==> src/verilog/phase_cfg_defs.vh <==
// Constants for the phase two and phase three configuration register bank
`ifndef PHASE_CFG_DEFS_VH
`define PHASE_CFG_DEFS_VH

// Register word indices and byte addresses (index times four)
`define PHASE2_CONFIG_IDX 8'h30
`define PHASE3_CONFIG_IDX 8'h31
`define RAMPDOWN_CTRL_ADDR 12'h0c8
`define PHASE2_STATUS_ADDR 12'h0cc
`define PHASE3_STATUS_ADDR 12'h0d0

// Reset values
`define PHASE_CONFIG_RST 8'hd1
`define RAMPDOWN_CTRL_RST 2'h0

// Field positions inside a phase configuration byte
`define CFG_DISCHARGE_BIT 7
`define CFG_ILIM_HI 6
`define CFG_ILIM_LO 4
`define CFG_RSVD_HI 3
`define CFG_RSVD_LO 2
`define CFG_FPWM_BIT 1
`define CFG_FSLEW_BIT 0

// Hold time after reaching target, in ns, and the clock period in ns
`define FPWM_HOLD_NS 50000
`define PCLK_PERIOD_NS 100
`define FPWM_HOLD_CYCLES (`FPWM_HOLD_NS / `PCLK_PERIOD_NS)
`define HOLD_CNT_W 10

// Phase sequencer states
`define PH_IDLE 2'h0
`define PH_RAMP 2'h1
`define PH_HOLD 2'h2

`endif

==> src/verilog/phase_mode_ctrl.v <==
// Per-phase mode control: skip or forced PWM, with ramp-down hold
`include "phase_cfg_defs.vh"

module phase_mode_ctrl (
  input wire pclk,
  input wire presetn,
  input wire [7:0] config_byte,
  input wire ramp_down,
  input wire at_target,
  output reg forced_pwm_on,
  output reg neg_current_block,
  output reg holding
);

  localparam [1:0] ST_IDLE = `PH_IDLE;
  localparam [1:0] ST_RAMP = `PH_RAMP;
  localparam [1:0] ST_HOLD = `PH_HOLD;
  localparam integer HOLD_LAST_I = `FPWM_HOLD_CYCLES - 1;
  localparam [`HOLD_CNT_W-1:0] HOLD_LAST = HOLD_LAST_I[`HOLD_CNT_W-1:0];

  reg [1:0] state_q;
  reg [1:0] state_d;
  reg [`HOLD_CNT_W-1:0] cnt_q;
  reg [`HOLD_CNT_W-1:0] cnt_d;
  wire fpwm_bit;
  wire fslew_bit;
  wire fpwm_mode;

  assign fpwm_bit = config_byte[`CFG_FPWM_BIT];
  assign fslew_bit = config_byte[`CFG_FSLEW_BIT];

  // Sequencer for forced PWM during ramp-down and the hold after it
  always @* begin
    state_d = state_q;
    cnt_d = cnt_q;
    case (state_q)
      ST_IDLE: begin
        if (ramp_down && fslew_bit) begin
          state_d = ST_RAMP;
        end
      end
      ST_RAMP: begin
        if (at_target || !ramp_down) begin
          state_d = ST_HOLD;
          cnt_d = {`HOLD_CNT_W{1'b0}};
        end
      end
      ST_HOLD: begin
        if (ramp_down && fslew_bit && !at_target) begin
          state_d = ST_RAMP;
        end else if (cnt_q == HOLD_LAST) begin
          state_d = ST_IDLE;
        end else begin
          cnt_d = cnt_q + 1'b1;
        end
      end
      default: begin
        state_d = ST_IDLE;
      end
    endcase
  end

  // Forced PWM when selected, or while sequencer is active
  assign fpwm_mode = fpwm_bit || (state_d != ST_IDLE);

  // Sequencer state and registered mode outputs
  always @(posedge pclk or negedge presetn) begin
    if (!presetn) begin
      state_q <= ST_IDLE;
      cnt_q <= {`HOLD_CNT_W{1'b0}};
      forced_pwm_on <= 1'b0;
      neg_current_block <= 1'b1;
      holding <= 1'b0;
    end else begin
      state_q <= state_d;
      cnt_q <= cnt_d;
      forced_pwm_on <= fpwm_mode;
      neg_current_block <= !fpwm_mode;
      holding <= (state_d == ST_HOLD);
    end
  end

endmodule // phase_mode_ctrl

==> src/verilog/buck_phase_config_regs.v <==
// APB register bank and mode control for converter phases two and three
// Notes on behaviour
// - Bits 6:4 select one of eight ascending current limits; default 101.
// - Forced-PWM bit 0 gives automatic skip; 1 gives forced PWM.
// - Slew control off and forced PWM off: skip mode during ramp-down.
// - In skip mode negative low-side current is blocked.
// - Slew control on: forced PWM during ramp-down, sinking output current.
// - After such a ramp-down, forced PWM holds 50 us past target.
// - Skip ramp-down under heavy load is still capped by slew select.
// - Phase three register at 0x31, read/write, resets to 0xd1.
// - Phase two register at 0x30, same layout, resets to 0xd1.
`include "phase_cfg_defs.vh"

// Register map, one aligned word per register, data in bits 7:0
//   0x0c0  phase two configuration, read/write, resets to 0xd1
//   0x0c4  phase three configuration, read/write, resets to 0xd1
//   0x0c8  shared ramp-down slew select, bits 1:0, resets to 0
//   0x0cc  phase two status, read only
//   0x0d0  phase three status, read only
// Any other address answers with an error and reads as zero
//
// Configuration byte layout
//   bit 7    output active discharge enable
//   bits 6:4 current-limit code, eight ascending steps
//   bits 3:2 reserved, always stored as zero
//   bit 1    forced PWM select, 0 leaves automatic skip
//   bit 0    falling slew control for ramp-down
//
// Status word layout
//   bit 0    forced PWM engaged
//   bit 1    negative low-side current blocked
//   bit 2    post-target hold running
//
// Bus timing
//   No wait states: pready is tied high
//   Read data captured at the setup edge, stands in the access phase
//   Writes land at the access edge when byte lane 0 is enabled
//   A write with lane 0 disabled is dropped without an error
//   Upper read bits are always zero
//
// Mode behaviour per phase
//   Forced PWM select wins over everything else
//   Slew control on plus ramp-down engages forced PWM
//   Reaching target, or ramp-down ending, starts a fixed hold
//   The hold keeps forced PWM for 500 clock cycles, then releases
//   A new ramp-down during the hold re-enters the ramp state
//   Negative-current block is always the inverse of forced PWM
//   Mode outputs are registered, one cycle after their inputs
//
// Hazards and limits
//   Hold length assumes the 100 ns clock; a faster clock shortens it
//   Ramp and target inputs are taken as synchronous to pclk
//   The slew cap is a plain copy; the analog side applies it
//   Status reads are snapshots taken at the setup edge
//   Reset is asynchronous; outputs go to their safe skip state

module buck_phase_config_regs (
  // Clock and reset
  input wire pclk,
  input wire presetn,
  // APB slave side
  input wire psel,
  input wire penable,
  input wire pwrite,
  input wire [11:0] paddr,
  input wire [31:0] pwdata,
  input wire [3:0] pstrb,
  output wire pready,
  output wire pslverr,
  output reg [31:0] prdata,
  // Analog phase status inputs
  input wire phase2_ramp_down,
  input wire phase2_at_target,
  input wire phase3_ramp_down,
  input wire phase3_at_target,
  // Field and mode outputs toward the analog phases
  output wire phase2_active_discharge,
  output wire phase3_active_discharge,
  output wire [2:0] phase2_current_limit_code,
  output wire [2:0] phase3_current_limit_code,
  output wire [7:0] phase2_ilim_step,
  output wire [7:0] phase3_ilim_step,
  output wire [1:0] phase2_slew_cap,
  output wire [1:0] phase3_slew_cap,
  output wire phase2_forced_pwm_on,
  output wire phase3_forced_pwm_on,
  output wire phase2_neg_current_block,
  output wire phase3_neg_current_block
);

  localparam [11:0] PHASE2_ADDR = {2'h0, `PHASE2_CONFIG_IDX, 2'h0};
  localparam [11:0] PHASE3_ADDR = {2'h0, `PHASE3_CONFIG_IDX, 2'h0};

  reg [7:0] cfg_q [0:1];
  reg [1:0] rampdown_slew_select_q;
  wire [1:0] fpwm_on;
  wire [1:0] nblock;
  wire [1:0] hold;
  wire [1:0] ramp_in;
  wire [1:0] target_in;
  wire wr_en;
  wire wr_slew;
  wire rd_en;
  wire addr_ok;
  wire [11:0] phase_addr [0:1];

  // One-hot step for a current-limit code
  function [7:0] ilim_step;
    input [2:0] code;
    begin
      ilim_step = 8'h01 << code;
    end
  endfunction

  // Address lookup used by the handshake decode; the read mux compares addresses itself
  function is_mapped;
    input [11:0] a;
    begin
      is_mapped = (a == PHASE2_ADDR) || (a == PHASE3_ADDR) ||
        (a == `RAMPDOWN_CTRL_ADDR) || (a == `PHASE2_STATUS_ADDR) ||
        (a == `PHASE3_STATUS_ADDR);
    end
  endfunction

  // APB handshake: zero wait states, error on unmapped address
  assign addr_ok = is_mapped(paddr);
  assign pready = 1'b1;
  assign pslverr = psel && penable && !addr_ok;
  assign wr_en = psel && penable && pwrite && addr_ok;
  assign rd_en = psel && !penable && !pwrite;
  // Write strobe for the shared slew select, lane 0 only
  assign wr_slew = wr_en && pstrb[0] && (paddr == `RAMPDOWN_CTRL_ADDR);
  assign phase_addr[0] = PHASE2_ADDR;
  assign phase_addr[1] = PHASE3_ADDR;
  assign ramp_in = {phase3_ramp_down, phase2_ramp_down};
  assign target_in = {phase3_at_target, phase2_at_target};

  // Per-phase configuration storage and mode control
  genvar g;
  generate
    for (g = 0; g < 2; g = g + 1) begin : g_phase
      always @(posedge pclk or negedge presetn) begin
        if (!presetn) begin
          cfg_q[g] <= `PHASE_CONFIG_RST;
        end else if (wr_en && pstrb[0] && paddr == phase_addr[g]) begin
          cfg_q[g] <= {pwdata[`CFG_DISCHARGE_BIT:`CFG_ILIM_LO], 2'h0,
            pwdata[`CFG_FPWM_BIT:`CFG_FSLEW_BIT]};
        end
      end

      phase_mode_ctrl u_mode (
        .pclk(pclk),
        .presetn(presetn),
        .config_byte(cfg_q[g]),
        .ramp_down(ramp_in[g]),
        .at_target(target_in[g]),
        .forced_pwm_on(fpwm_on[g]),
        .neg_current_block(nblock[g]),
        .holding(hold[g])
      );
    end
  endgenerate

  // Shared ramp-down slew select
  always @(posedge pclk or negedge presetn) begin
    if (!presetn) begin
      rampdown_slew_select_q <= `RAMPDOWN_CTRL_RST;
    end else if (wr_slew) begin
      rampdown_slew_select_q <= pwdata[1:0];
    end
  end

  // Read data registered in the setup phase
  always @(posedge pclk or negedge presetn) begin
    if (!presetn) begin
      prdata <= 32'h0000_0000;
    end else if (rd_en) begin
      if (paddr == PHASE2_ADDR) begin
        prdata <= {24'h00_0000, cfg_q[0]};
      end else if (paddr == PHASE3_ADDR) begin
        prdata <= {24'h00_0000, cfg_q[1]};
      end else if (paddr == `RAMPDOWN_CTRL_ADDR) begin
        prdata <= {30'h0000_0000, rampdown_slew_select_q};
      end else if (paddr == `PHASE2_STATUS_ADDR) begin
        prdata <= {29'h0000_0000, hold[0], nblock[0], fpwm_on[0]};
      end else if (paddr == `PHASE3_STATUS_ADDR) begin
        prdata <= {29'h0000_0000, hold[1], nblock[1], fpwm_on[1]};
      end else begin
        prdata <= 32'h0000_0000;
      end
    end
  end

  // Field outputs toward the analog phases
  assign phase2_active_discharge = cfg_q[0][`CFG_DISCHARGE_BIT];
  assign phase3_active_discharge = cfg_q[1][`CFG_DISCHARGE_BIT];
  assign phase2_current_limit_code = cfg_q[0][`CFG_ILIM_HI:`CFG_ILIM_LO];
  assign phase3_current_limit_code = cfg_q[1][`CFG_ILIM_HI:`CFG_ILIM_LO];
  assign phase2_ilim_step = ilim_step(cfg_q[0][`CFG_ILIM_HI:`CFG_ILIM_LO]);
  assign phase3_ilim_step = ilim_step(cfg_q[1][`CFG_ILIM_HI:`CFG_ILIM_LO]);
  // Slew cap applies in every ramp-down mode
  assign phase2_slew_cap = rampdown_slew_select_q;
  assign phase3_slew_cap = rampdown_slew_select_q;
  assign phase2_forced_pwm_on = fpwm_on[0];
  assign phase3_forced_pwm_on = fpwm_on[1];
  assign phase2_neg_current_block = nblock[0];
  assign phase3_neg_current_block = nblock[1];

endmodule // buck_phase_config_regs

==> config.mk <==
export PLATFORM = sky130hd
export DESIGN_NAME = buck_phase_config_regs
export DESIGN_NICKNAME = d
export VERILOG_FILES = /design/src/verilog/phase_mode_ctrl.v /design/src/verilog/buck_phase_config_regs.v
export VERILOG_INCLUDE_DIRS = /design/src /design/src/verilog
export SDC_FILE = /design/constraint.sdc
export NUM_CORES = 1
export LEC_CHECK = 0
export BUFFER_PORTS_ARGS = -buffer_cell sky130_fd_sc_hd__buf_2
export CORE_ASPECT_RATIO = 0.5
export CORE_MARGIN = 2
export CORE_UTILIZATION = 52
export CTS_BUF_LIST = sky130_fd_sc_hd__clkbuf_16
export DETAILED_ROUTE_END_ITERATION = 10
export GPL_TIMING_DRIVEN = 0
export PLACE_DENSITY = 0.95
export SLEW_MARGIN = 15
export SYNTH_ARGS = -nofsm -noshare
export SYNTH_HDL_FRONTEND = slang
export SYNTH_SLANG_ARGS = --single-unit
==> constraint.sdc <==
create_clock -name pclk -period 2.5 [get_ports pclk]
set_input_delay 0 -clock pclk [delete_from_list [all_inputs] [get_ports pclk]]
set_output_delay 0 -clock pclk [all_outputs]
set_load 0.01 [all_outputs]
---- Yosys cells after proc, flatten, opt, wreduce, memory -nomap -nowiden ----
Cells that the tools add are included.
storage, ports and cells
  register bits after elaboration ......... 76
  bits in read-only memories .............. 0
  bits in latches ......................... 0
  memories ................................ 0
  output and inout port bits .............. 66
  word-level logic and storage cells ...... 99
  memory bits (writable) .................. 0
  input port bits ......................... 57
cells by class
  mux-type cells .......................... 23
  reduce and logical (&&, ||, !) cells .... 39
  divide/modulo/power cells ............... 0
  order comparisons ....................... 0
  multiply operators ...................... 0
  equality and inequality tests ........... 19
  shifts and indexed selects .............. 2
  bitwise gates (word level) .............. 0
  $add $sub $neg .......................... 2
operators with widths
  cell                                                  number
  equality test 12 x 8 -> 1 bit, second input constant  5
  2-to-1 mux 10 bit                                     6
  one-hot mux 10 bit (2 select lines)                   2
  2-to-1 mux 32 bit                                     1
  adder 10 x 1 -> 10 bit, second input constant         2
  equality test 10 x 9 -> 1 bit, second input constant  2
  2-to-1 mux 2 bit                                      8
  << shifter 1 x 3 -> 8 bit, first input constant       2
  logical AND 1 bit                                     14
  one-hot mux 2 bit (3 select lines)                    2
  zero test 1 bit                                       9
  2-to-1 mux 3 bit                                      3
  equality test 2 bit, second input constant            4
  logical OR 1 bit                                      8
  2-to-1 mux 8 bit                                      1
  != test 2 bit, second input constant                  4
  AND reduction 4 bit                                   2
  nonzero test 2 bit                                    4
  equality test 2 x 1 -> 1 bit, second input constant   2
  zero test 2 bit                                       2
  != test 2 x 1 -> 1 bit, second input constant         2

---- Longest topological paths before layout ----
Gate-level depths: netlist of run 1.
  word-level depth ........................ 8
  mapped depth ............................ 6

---- Hierarchy ----
Synthesis of run 1 repeated with hierarchy kept, for this count alone.
second synthesis, totals
  cells, all modules ...................... 294
  area, all modules ....................... 2965.3 um2
by module, submodules not included
  module                  area an instance (um2)  instances  cells an instance
  phase_mode_ctrl         743.2                   2          72
  buck_phase_config_regs  1478.9                  1          150

---- Worst setup path before layout of run 1 ----
Ideal clock, no wire load.
  path type ............................... register to register
  from .................................... register g_phase[0].u_mode.cnt_q[0]
  to ...................................... register g_phase[0].u_mode.cnt_q[7]
  library setup time ...................... 0.066 ns
  data arrival time ....................... 1.556 ns
  buffers on the path ..................... 0
  stages on the path, launching flop included .. 7
  setup slack ............................. 0.878 ns
  path through ............................ dfrtp_1 ha_1 nor4b_1 nand4_1 nand2_1 or4_1 nand2_1
on the way
  longest elaborated chain between the ends .. 4
  elaborated cells between the ends (all ways) .. 7
  those cells by class .................... add/sub (1); eq/ne (2); mux (3); reduce/logical (1)
RTL lines
  element                              RTL line              source
  start, declared                      phase_mode_ctrl.v:23  reg [`HOLD_CNT_W-1:0] cnt_q;
  start signal, assigned               phase_mode_ctrl.v:70  cnt_q <= {`HOLD_CNT_W{1'b0}};
  start signal, assigned               phase_mode_ctrl.v:76  cnt_q <= cnt_d;
  adder 10 x 1 -> 10 bit               phase_mode_ctrl.v:54  cnt_d = cnt_q + 1'b1;
  2-to-1 mux 10 bit                    phase_mode_ctrl.v:51  end else if (cnt_q == HOLD_LAST) begin
  2-to-1 mux 10 bit                    phase_mode_ctrl.v:49  if (ramp_down && fslew_bit && !at_target) begin
  one-hot mux 10 bit (2 select lines)  phase_mode_ctrl.v:36  case (state_q)
Several ways; a longest one is shown, not always the timed one. The select of a mux whose other input is x is not followed.
A chain may end at the register's enable or synchronous reset.

---- Final worst setup path of run 1 ----
  from .................................... register g_phase[0].u_mode.cnt_q[1]
  to ...................................... register g_phase[0].u_mode.forced_pwm_on
on the way
  longest elaborated chain between the ends .. 6
RTL lines
  element                             RTL line              source
  equality test 10 x 9 -> 1 bit       phase_mode_ctrl.v:51
  2-to-1 mux 2 bit                    phase_mode_ctrl.v:51
  2-to-1 mux 2 bit                    phase_mode_ctrl.v:49
  one-hot mux 2 bit (3 select lines)  phase_mode_ctrl.v:36
  net g_phase[0].u_mode.state_d[1]    phase_mode_ctrl.v:22  reg [1:0] state_d;
  nonzero test 2 bit                  phase_mode_ctrl.v:64  assign fpwm_mode = fpwm_bit || (state_d != ST_IDLE);
  logical OR 1 bit                    phase_mode_ctrl.v:64
  net g_phase[0].u_mode.fpwm_mode     phase_mode_ctrl.v:27  wire fpwm_mode;
  end signal, assigned                phase_mode_ctrl.v:77  forced_pwm_on <= fpwm_mode;
  end, declared                       phase_mode_ctrl.v:10  output reg forced_pwm_on,
The timed path passes the listed nets, and every way through them passes these cells.

==> results of run 1 <==
==> flip-flops by register name, indices dropped and copies added (netlist names), 2 cells and up <==
| register | cells |
|---|---|
| cfg_q | 4 |
| phase2_current_limit_code | 3 |
| g_phase.u_mode.neg_current_block | 2 |
| g_phase.u_mode.state_q | 4 |
| phase2_slew_cap | 2 |
| phase3_current_limit_code | 3 |
| g_phase.u_mode.cnt_q | 20 |
| prdata | 7 |
| g_phase.u_mode.holding | 2 |
| g_phase.u_mode.forced_pwm_on | 2 |
==> metal layers <==
metal | share of wire | up-vias | global-route usage
li1 | - | 1214 | -
met1 | 0.42 | 1265 | 0.290
met2 | 0.49 | 131 | 0.403
met3 | 0.063 | 26 | 0.0439
met4 | 0.034 | 0 | 0.109
met5 | 0 | - | 0
==> timing repair <==
item / in CTS / in global routing
endpoints found under the hold margin: 57 / 0
buffers inserted: 0 / 0
hold buffers: 9 / 0
==> critical path: stages (launching register included) <==
cell and delay, ns:
dfrtp_1 0.40, ha_1 0.26, nor4b_1 0.28, nand4_1 0.23, o2bb2ai_1 0.27, nor3_1 0.25
inv_1 0.08
==> per-stage QoR <==
stage | setup WS [ns] | cells | total power [mW]
final | 0.595 | 479 | 2.19
after global routing | 0.489 | 479 | 2.29
after CTS | 0.675 | 479 | 2.18
after detailed placement | 0.734 | 462 | 1.39
after global placement | 0.768 | 462 | 1.37
after floorplan | 0.878 | 323 | 1.27
==> Yosys cell counts, types with 2 or more instances <==
master     number  area share
o21a_1          2      0.0050
o2bb2ai_1       2      0.0058
dfrtp_1        41        0.34
dfstp_2        10       0.088
nor3b_1         7       0.018
nand4_1         4      0.0084
conb_1          2      0.0025
or3_1           2      0.0042
mux2_4          6       0.030
a221oi_1        4       0.012
nor4_2          2      0.0084
a21oi_1         7       0.012
o211ai_1        5       0.013
and3_1          5       0.010
a211oi_1        7       0.018
nor3_1          7       0.012
clkbuf_1        4      0.0050
ha_1            2      0.0084
nand2b_1        4      0.0084
buf_2           2      0.0033
nand3_1        11       0.018
mux2i_1         4       0.013
nand3b_1        5       0.013
mux2_2          8       0.030
nand2_1        24       0.030
inv_1           9       0.011
a31o_2          2      0.0058
xnor2_1         9       0.026
nor4_4          2       0.014
and3b_1         4       0.012
o21ai_0         6       0.010
and2_1          4      0.0084
buf_4          35       0.088
nor2_1         29       0.036
or4_1           2      0.0050
o31ai_1         2      0.0050
buf_6           4       0.015
==> area by class of cell <==
type / count / area (µm²) / share of cell area
multi-input combinational: 217 / 1420 / 0.376
sequential: 51 / 1290 / 0.342
timing repair buffer: 75 / 423 / 0.112
buffer: 46 / 347 / 0.0921
clock buffer: 5 / 125 / 0.0332
tap: 73 / 91.3 / 0.0243
clock inverter: 3 / 38.8 / 0.0103
inverter: 9 / 33.8 / 0.00898
==> logic make-up after synthesis <==
kind of cell / count (synthesis) / synth area share
multiplexers: 18 / 0.0735
AND/OR/NAND/NOR: 118 / 0.226
AO/OA/AOI/OAI: 44 / 0.106
other: 2 / 0.00251
XOR/XNOR: 9 / 0.0263
flip-flops: 51 / 0.430
adder cells (fa/ha/maj): 2 / 0.00835
buffers and inverters: 55 / 0.127
==> how the worst min path moves through the flow <==
stage / depth (start not counted) / endpoint / start / slack [ns]
after floorplan: 0 / cfg_q[1]$_DFFE_PN0P_ / presetn / -0.30
after global placement: 1 / g_phase[0].u_mode.cnt_q[4]$_DFFE_PN0P_ / presetn / 0.25
after detailed placement: 2 / phase2_current_limit_code[1]$_DFFE_PN0P_ / pwdata[5] / 0.25
after CTS: 4 / prdata[2]$_DFFE_PN0P_ / paddr[5] / 0.08
after global routing: 4 / prdata[2]$_DFFE_PN0P_ / paddr[5] / 0.11
final: 4 / prdata[2]$_DFFE_PN0P_ / paddr[5] / 0.08
==> placed cells by master (no fill, tap or decap), types with 5 or more instances in the layout <==
master,instances
a211oi_1,7
a21oi_1,7
and3_1,5
buf_2,67
buf_4,36
clkbuf_16,5
conb_1,26
dfrtp_1,41
dfstp_2,10
dlygate4sd3_1,9
inv_1,9
mux2_2,8
mux2_4,6
nand2_1,24
nand3_1,11
nand3b_1,5
nor2_1,29
nor3_1,7
nor3b_1,7
o211ai_1,5
o21ai_0,6
xnor2_1,9
==> power by group through the flow <==
stage          clock network (mW)  logic, mW  registers, mW
2_1_floorplan                   0      0.259           1.01
3_3_place_gp                    0      0.360           1.01
3_5_place_dp                    0      0.372           1.02
4_1_cts                     0.772      0.396           1.01
5_1_grt                     0.816      0.450           1.03
6_report                    0.769      0.408           1.01
==> flow_metrics.tcl, run 1 <==
set metrics [dict create \
    power.share.clock 0.351 \
    layout_min_cycle_time_ns 1.90 \
    antenna_found_initial 0 \
    grt_start_max_net_pins 52 \
    grt_first_pass_wirelength_um 11900 \
    path_max_fanout 5 \
    worst_clock_skew_ns 0.00480 \
    place.gp.congestion 0.848 \
    worst_setup_path_endpoint "g_phase[0].u_mode.forced_pwm_on$_DFF_PN0_" \
    worst_skew_pair.late_latency_ns 0.29 \
    worst_case_vdd_ir_drop_mv 0.341 \
    cts_tree "done" \
    power.static_leakage_nw 1.89 \
    slew-limit-headroom 0.575 \
    syn-mean-instance-area_um2 10.0 \
    timing.rr.start "g_phase[0].u_mode.cnt_q[1]$_DFFE_PN0P_" \
    postLayoutCoreUtil 0.682 \
    maxcap_violations 0 \
    clk_root_buffer_cell "clkbuf_16" \
    synth_area_mm2 0.00300 \
    portBuffers 66 \
    regToRegSetupSlack_ns 0.60 \
    drtIter0Drc 206 \
    filler_cell_count 364 \
    vias 2636 \
    timing.setup.critical_path_class "register to register" \
    timing_hold_violations_final 0 \
    dominantRegCellSynth "dfrtp_1" \
    slew_violations 0 \
    non_filler_cell_area_final_mm2 0.00376 \
    swShare 0.284 \
    start_util 0.543 \
    synth.yosys.warnings 0 \
    cts-buffers-inserted 5 \
    drt-vias-per-instance 5.50 \
    worst_setup_path_startpoint "g_phase[0].u_mode.cnt_q[1]$_DFFE_PN0P_" \
    fp.coreArea_mm2 0.00552 \
    status "finished clean" \
    clock-sinks 51 \
    routed_wire_length_per_instance_um 15.3 \
    cts.reportedPaths.clkPinSlew_ns 0.07 \
    synthesis.instances 299 \
    drc_markers 0 \
    worst_slew_pin_slew_ns 0.635 \
    r2r_end "g_phase[0].u_mode.forced_pwm_on$_DFF_PN0_" \
    asyncSetResetFlopFracSynth 1.00 \
    placementRows 19 \
    drtAntennaViolNets 0 \
    end_kind "register" \
    antennaDiodeCount 0 \
    finish.net_count 464 \
    global_route.usage.total 0.232 \
    flow.area_growth_from_synthesis_pct 25.6 \
    crit_required_ns 2.67 \
    cts_repair_resize_count 0 \
    int_power_mw 1.57 \
    share_seq_of_total_power 0.463 \
    r2r.worst_path.cells 6 \
    routed_wl_um 7330 \
    layout-drive-gt1-share 0.367 \
    grt_remaining_overflow 0 \
    placed_cell_area_mm2 0.00351 \
    die_width_um 111 \
    timing.final.crit_share 0.762 \
    via_count_of_the_first_global_routing_pass 2466 \
    yosys_register_bits 51 \
    p_comb_frac 0.186 \
    timing.hold.ws_ns 0.0805 \
    setup.worst_path.start_class "register" \
    rsz0062_at_grt "no" \
    die-area_mm2 0.00642 \
    detailedPlacementHpwl_um 4640 \
    worstHoldPathType "input pin to register" \
    part_of_the_yosys_area_used_for_sequential_elements 0.430 \
    p_sw_mw 0.622 \
    num_io_pins 123 \
    fmax_mhz 525 \
    tns_ns 0 \
    crit_arrival_ns 2.08 \
    powerDensity_mw_per_mm2 582 \
    synth_enable_flop_cells 0 \
    floorplan.die.height_um 57.7 \
    clock_tree.buffer_depth 2 \
    synth.lib_cells_used.distinct 51 \
    drt_first_pass_iters 5 \
    clock_tree.htree_level_count 2 \
    report.final.setup_viol 0 \
]
(Power assumes the default switching activity.)
==> run 2, diff against run 1 <==
Settings changed: CORE_UTILIZATION 52 to 49, PLACE_DENSITY 0.95 to 0.91.
Clock period 2.5 ns to 1.9 ns, I/O delays scaled along.
==> run 2 against run 1 <==
Sequential power is 33% higher. Core utilization is 5.1 points lower. Critical path type unchanged. Clock skew is 0.0030 ns higher. Highest routed layer unchanged. Register-to-register slack worse by 0.51 ns. Critical endpoint is now g_phase[0].u_mode.cnt_q[7]$_DFFE_PN0P_. First-iteration DRC count is 12% lower. Non-clock buffer count stayed put. Clock power is 30% higher. Flip-flop and latch count stayed put. Global-route usage is 2.2 points lower. Via count is 3.3% lower. Setup slack worse by 0.51 ns.
==> flow_metrics.tcl, run 2 (synthesis gave the netlist of run 1 again) <==
set metrics [dict create \
    slew-limit-headroom 0.586 \
    clk_root_buffer_cell "clkbuf_16" \
    drtIter0Drc 181 \
    drt_first_pass_iters 4 \
    rsz0062_at_grt "yes" \
    placementRows 20 \
    grt_start_max_net_pins 52 \
    die_width_um 115 \
    worstHoldPathType "input pin to register" \
    slew_violations 0 \
    drtAntennaViolNets 0 \
    floorplan.die.height_um 59.3 \
    timing.final.crit_share 0.954 \
    grt_first_pass_wirelength_um 11100 \
    end_kind "register" \
    worst_skew_pair.late_latency_ns 0.29 \
    placed_cells_incl_taps 466 \
    crit_arrival_ns 2.05 \
    totalPowerFinal_mw 2.87 \
    r2r_end "g_phase[0].u_mode.cnt_q[7]$_DFFE_PN0P_" \
    path_max_fanout 7 \
    timing.hold.ws_ns 0.0665 \
    post-cts-setup-buffer-count 0 \
    num_io_pins 123 \
    worst_case_vdd_ir_drop_mv 0.418 \
    drt-vias-per-instance 5.28 \
    worst_slew_pin_slew_ns 0.621 \
    largest_registers "g_phase.u_mode.cnt_q x20, prdata x7" \
    die-area_mm2 0.00679 \
    regToRegSetupSlack_ns 0.09 \
    finish.net_count 464 \
    fp.coreArea_mm2 0.00598 \
    r2r.worst_path.cells 6 \
    routed_wire_length_per_instance_um 14.5 \
    worst_setup_path_startpoint "g_phase[0].u_mode.cnt_q[0]$_DFFE_PN0P_" \
    via_count_of_the_first_global_routing_pass 2374 \
    status "finished clean" \
    crit_required_ns 2.13 \
    cts.reportedPaths.clkPinSlew_ns 0.06 \
    start_util 0.501 \
    setup_slack_ns 0.0868 \
    stdcell_count 483 \
    place.gp.congestion 0.863 \
    cts-buffers-inserted 5 \
    layout-drive-gt1-share 0.369 \
    report.final.setup_viol 0 \
    powerDensity_mw_per_mm2 760 \
    layout_common_cells "buf_2, dfrtp_1, buf_4, nor2_1, conb_1" \
    flow.area_growth_from_synthesis_pct 26.0 \
    timing_hold_violations_final 0 \
    layout_min_cycle_time_ns 1.81 \
    drc_markers 0 \
    antennaDiodeCount 0 \
    worst_setup_path_endpoint "g_phase[0].u_mode.cnt_q[7]$_DFFE_PN0P_" \
    antenna_found_initial 0 \
    global_route.usage.total 0.211 \
    routed_wl_um 6990 \
    largest_register_ff_count 20 \
    maxcap_violations 0 \
    timing.setup.critical_path_class "register to register" \
    clock_tree.htree_level_count 2 \
    postLayoutCoreUtil 0.631 \
    max_flop_register "g_phase.u_mode.cnt_q" \
    grt_remaining_overflow 0 \
    pre_cts_slack_ns 0.132 \
    mostFrequentLayoutCell "buf_2" \
    cts_tree "done" \
    clock-sinks 51 \
    fmax_mhz 552 \
    setup.worst_path.start_class "register" \
    power.static_leakage_nw 1.89 \
    timing.rr.start "g_phase[0].u_mode.cnt_q[0]$_DFFE_PN0P_" \
    worst_clock_skew_ns 0.00784 \
    vias 2549 \
    clock_tree.buffer_depth 2 \
    portBuffers 66 \
    detailedPlacementHpwl_um 4630 \
]
==> run 2: layout make-up <==
| class | count | area (µm²) |
|---|---|---|
| buffer | 46 | 347 |
| multi-input combinational | 217 | 1420 |
| timing repair buffer | 75 | 423 |
| inverter | 9 | 33.8 |
| fill | 466 | 2210 |
| clock buffer | 5 | 125 |
| tap | 77 | 96.3 |
| sequential | 51 | 1290 |
| clock inverter | 3 | 38.8 |
==> run 2: what timing repair did <==
item | CTS | global route
gates resized for setup | 0 | 1
hold endpoints to repair | 53 | 0
endpoints found under the setup margin | 0 | 4
hold buffers | 9 | 0
==> run 2: layer usage <==
layer / part of all wire / routed length, µm / track usage
met1: 0.42 / 2920 / 0.256
met3: 0.070 / 492 / 0.0552
met4: 0.017 / 122 / 0.0662
met5: 0 / 0 / 0
met2: 0.49 / 3450 / 0.375
==> run 2: how the worst min path moves through the flow <==
| stage | start | endpoint | slack (ns) | depth (start not counted) |
|---|---|---|---|---|
| after floorplan | presetn | cfg_q[1]$_DFFE_PN0P_ | -0.30 | 0 |
| after global placement | pwdata[7] | phase2_active_discharge$_DFFE_PN1P_ | 0.25 | 2 |
| after detailed placement | pwdata[7] | phase2_active_discharge$_DFFE_PN1P_ | 0.25 | 2 |
| after CTS | paddr[5] | prdata[0]$_DFFE_PN0P_ | 0.07 | 4 |
| after global routing | paddr[5] | prdata[0]$_DFFE_PN0P_ | 0.09 | 4 |
| final | paddr[5] | prdata[0]$_DFFE_PN0P_ | 0.07 | 4 |
==> run 2: worst max-delay path, cell delays in order (launching register included) <==
cell	delay, ns
dfrtp_1	0.42
ha_1	0.27
nor4b_1	0.16
nand4_1	0.15
nand2_1	0.17
or4_1	0.50
nand2_1	0.08
==> run 2: through the flow <==
stage,area (µm²),setup TNS [ns]
after CTS,3770,0
after floorplan,3090,0
after global placement,3510,0
final,3770,0
after detailed placement,3510,0
after global routing,3770,-0.141
==> run 2: power breakdown <==
group	switching [mW]	total (mW)	internal (mW)
clock	0.390	1.00	0.614
combinational	0.290	0.527	0.236
sequential	0.123	1.34	1.21
total	0.803	2.87	2.06
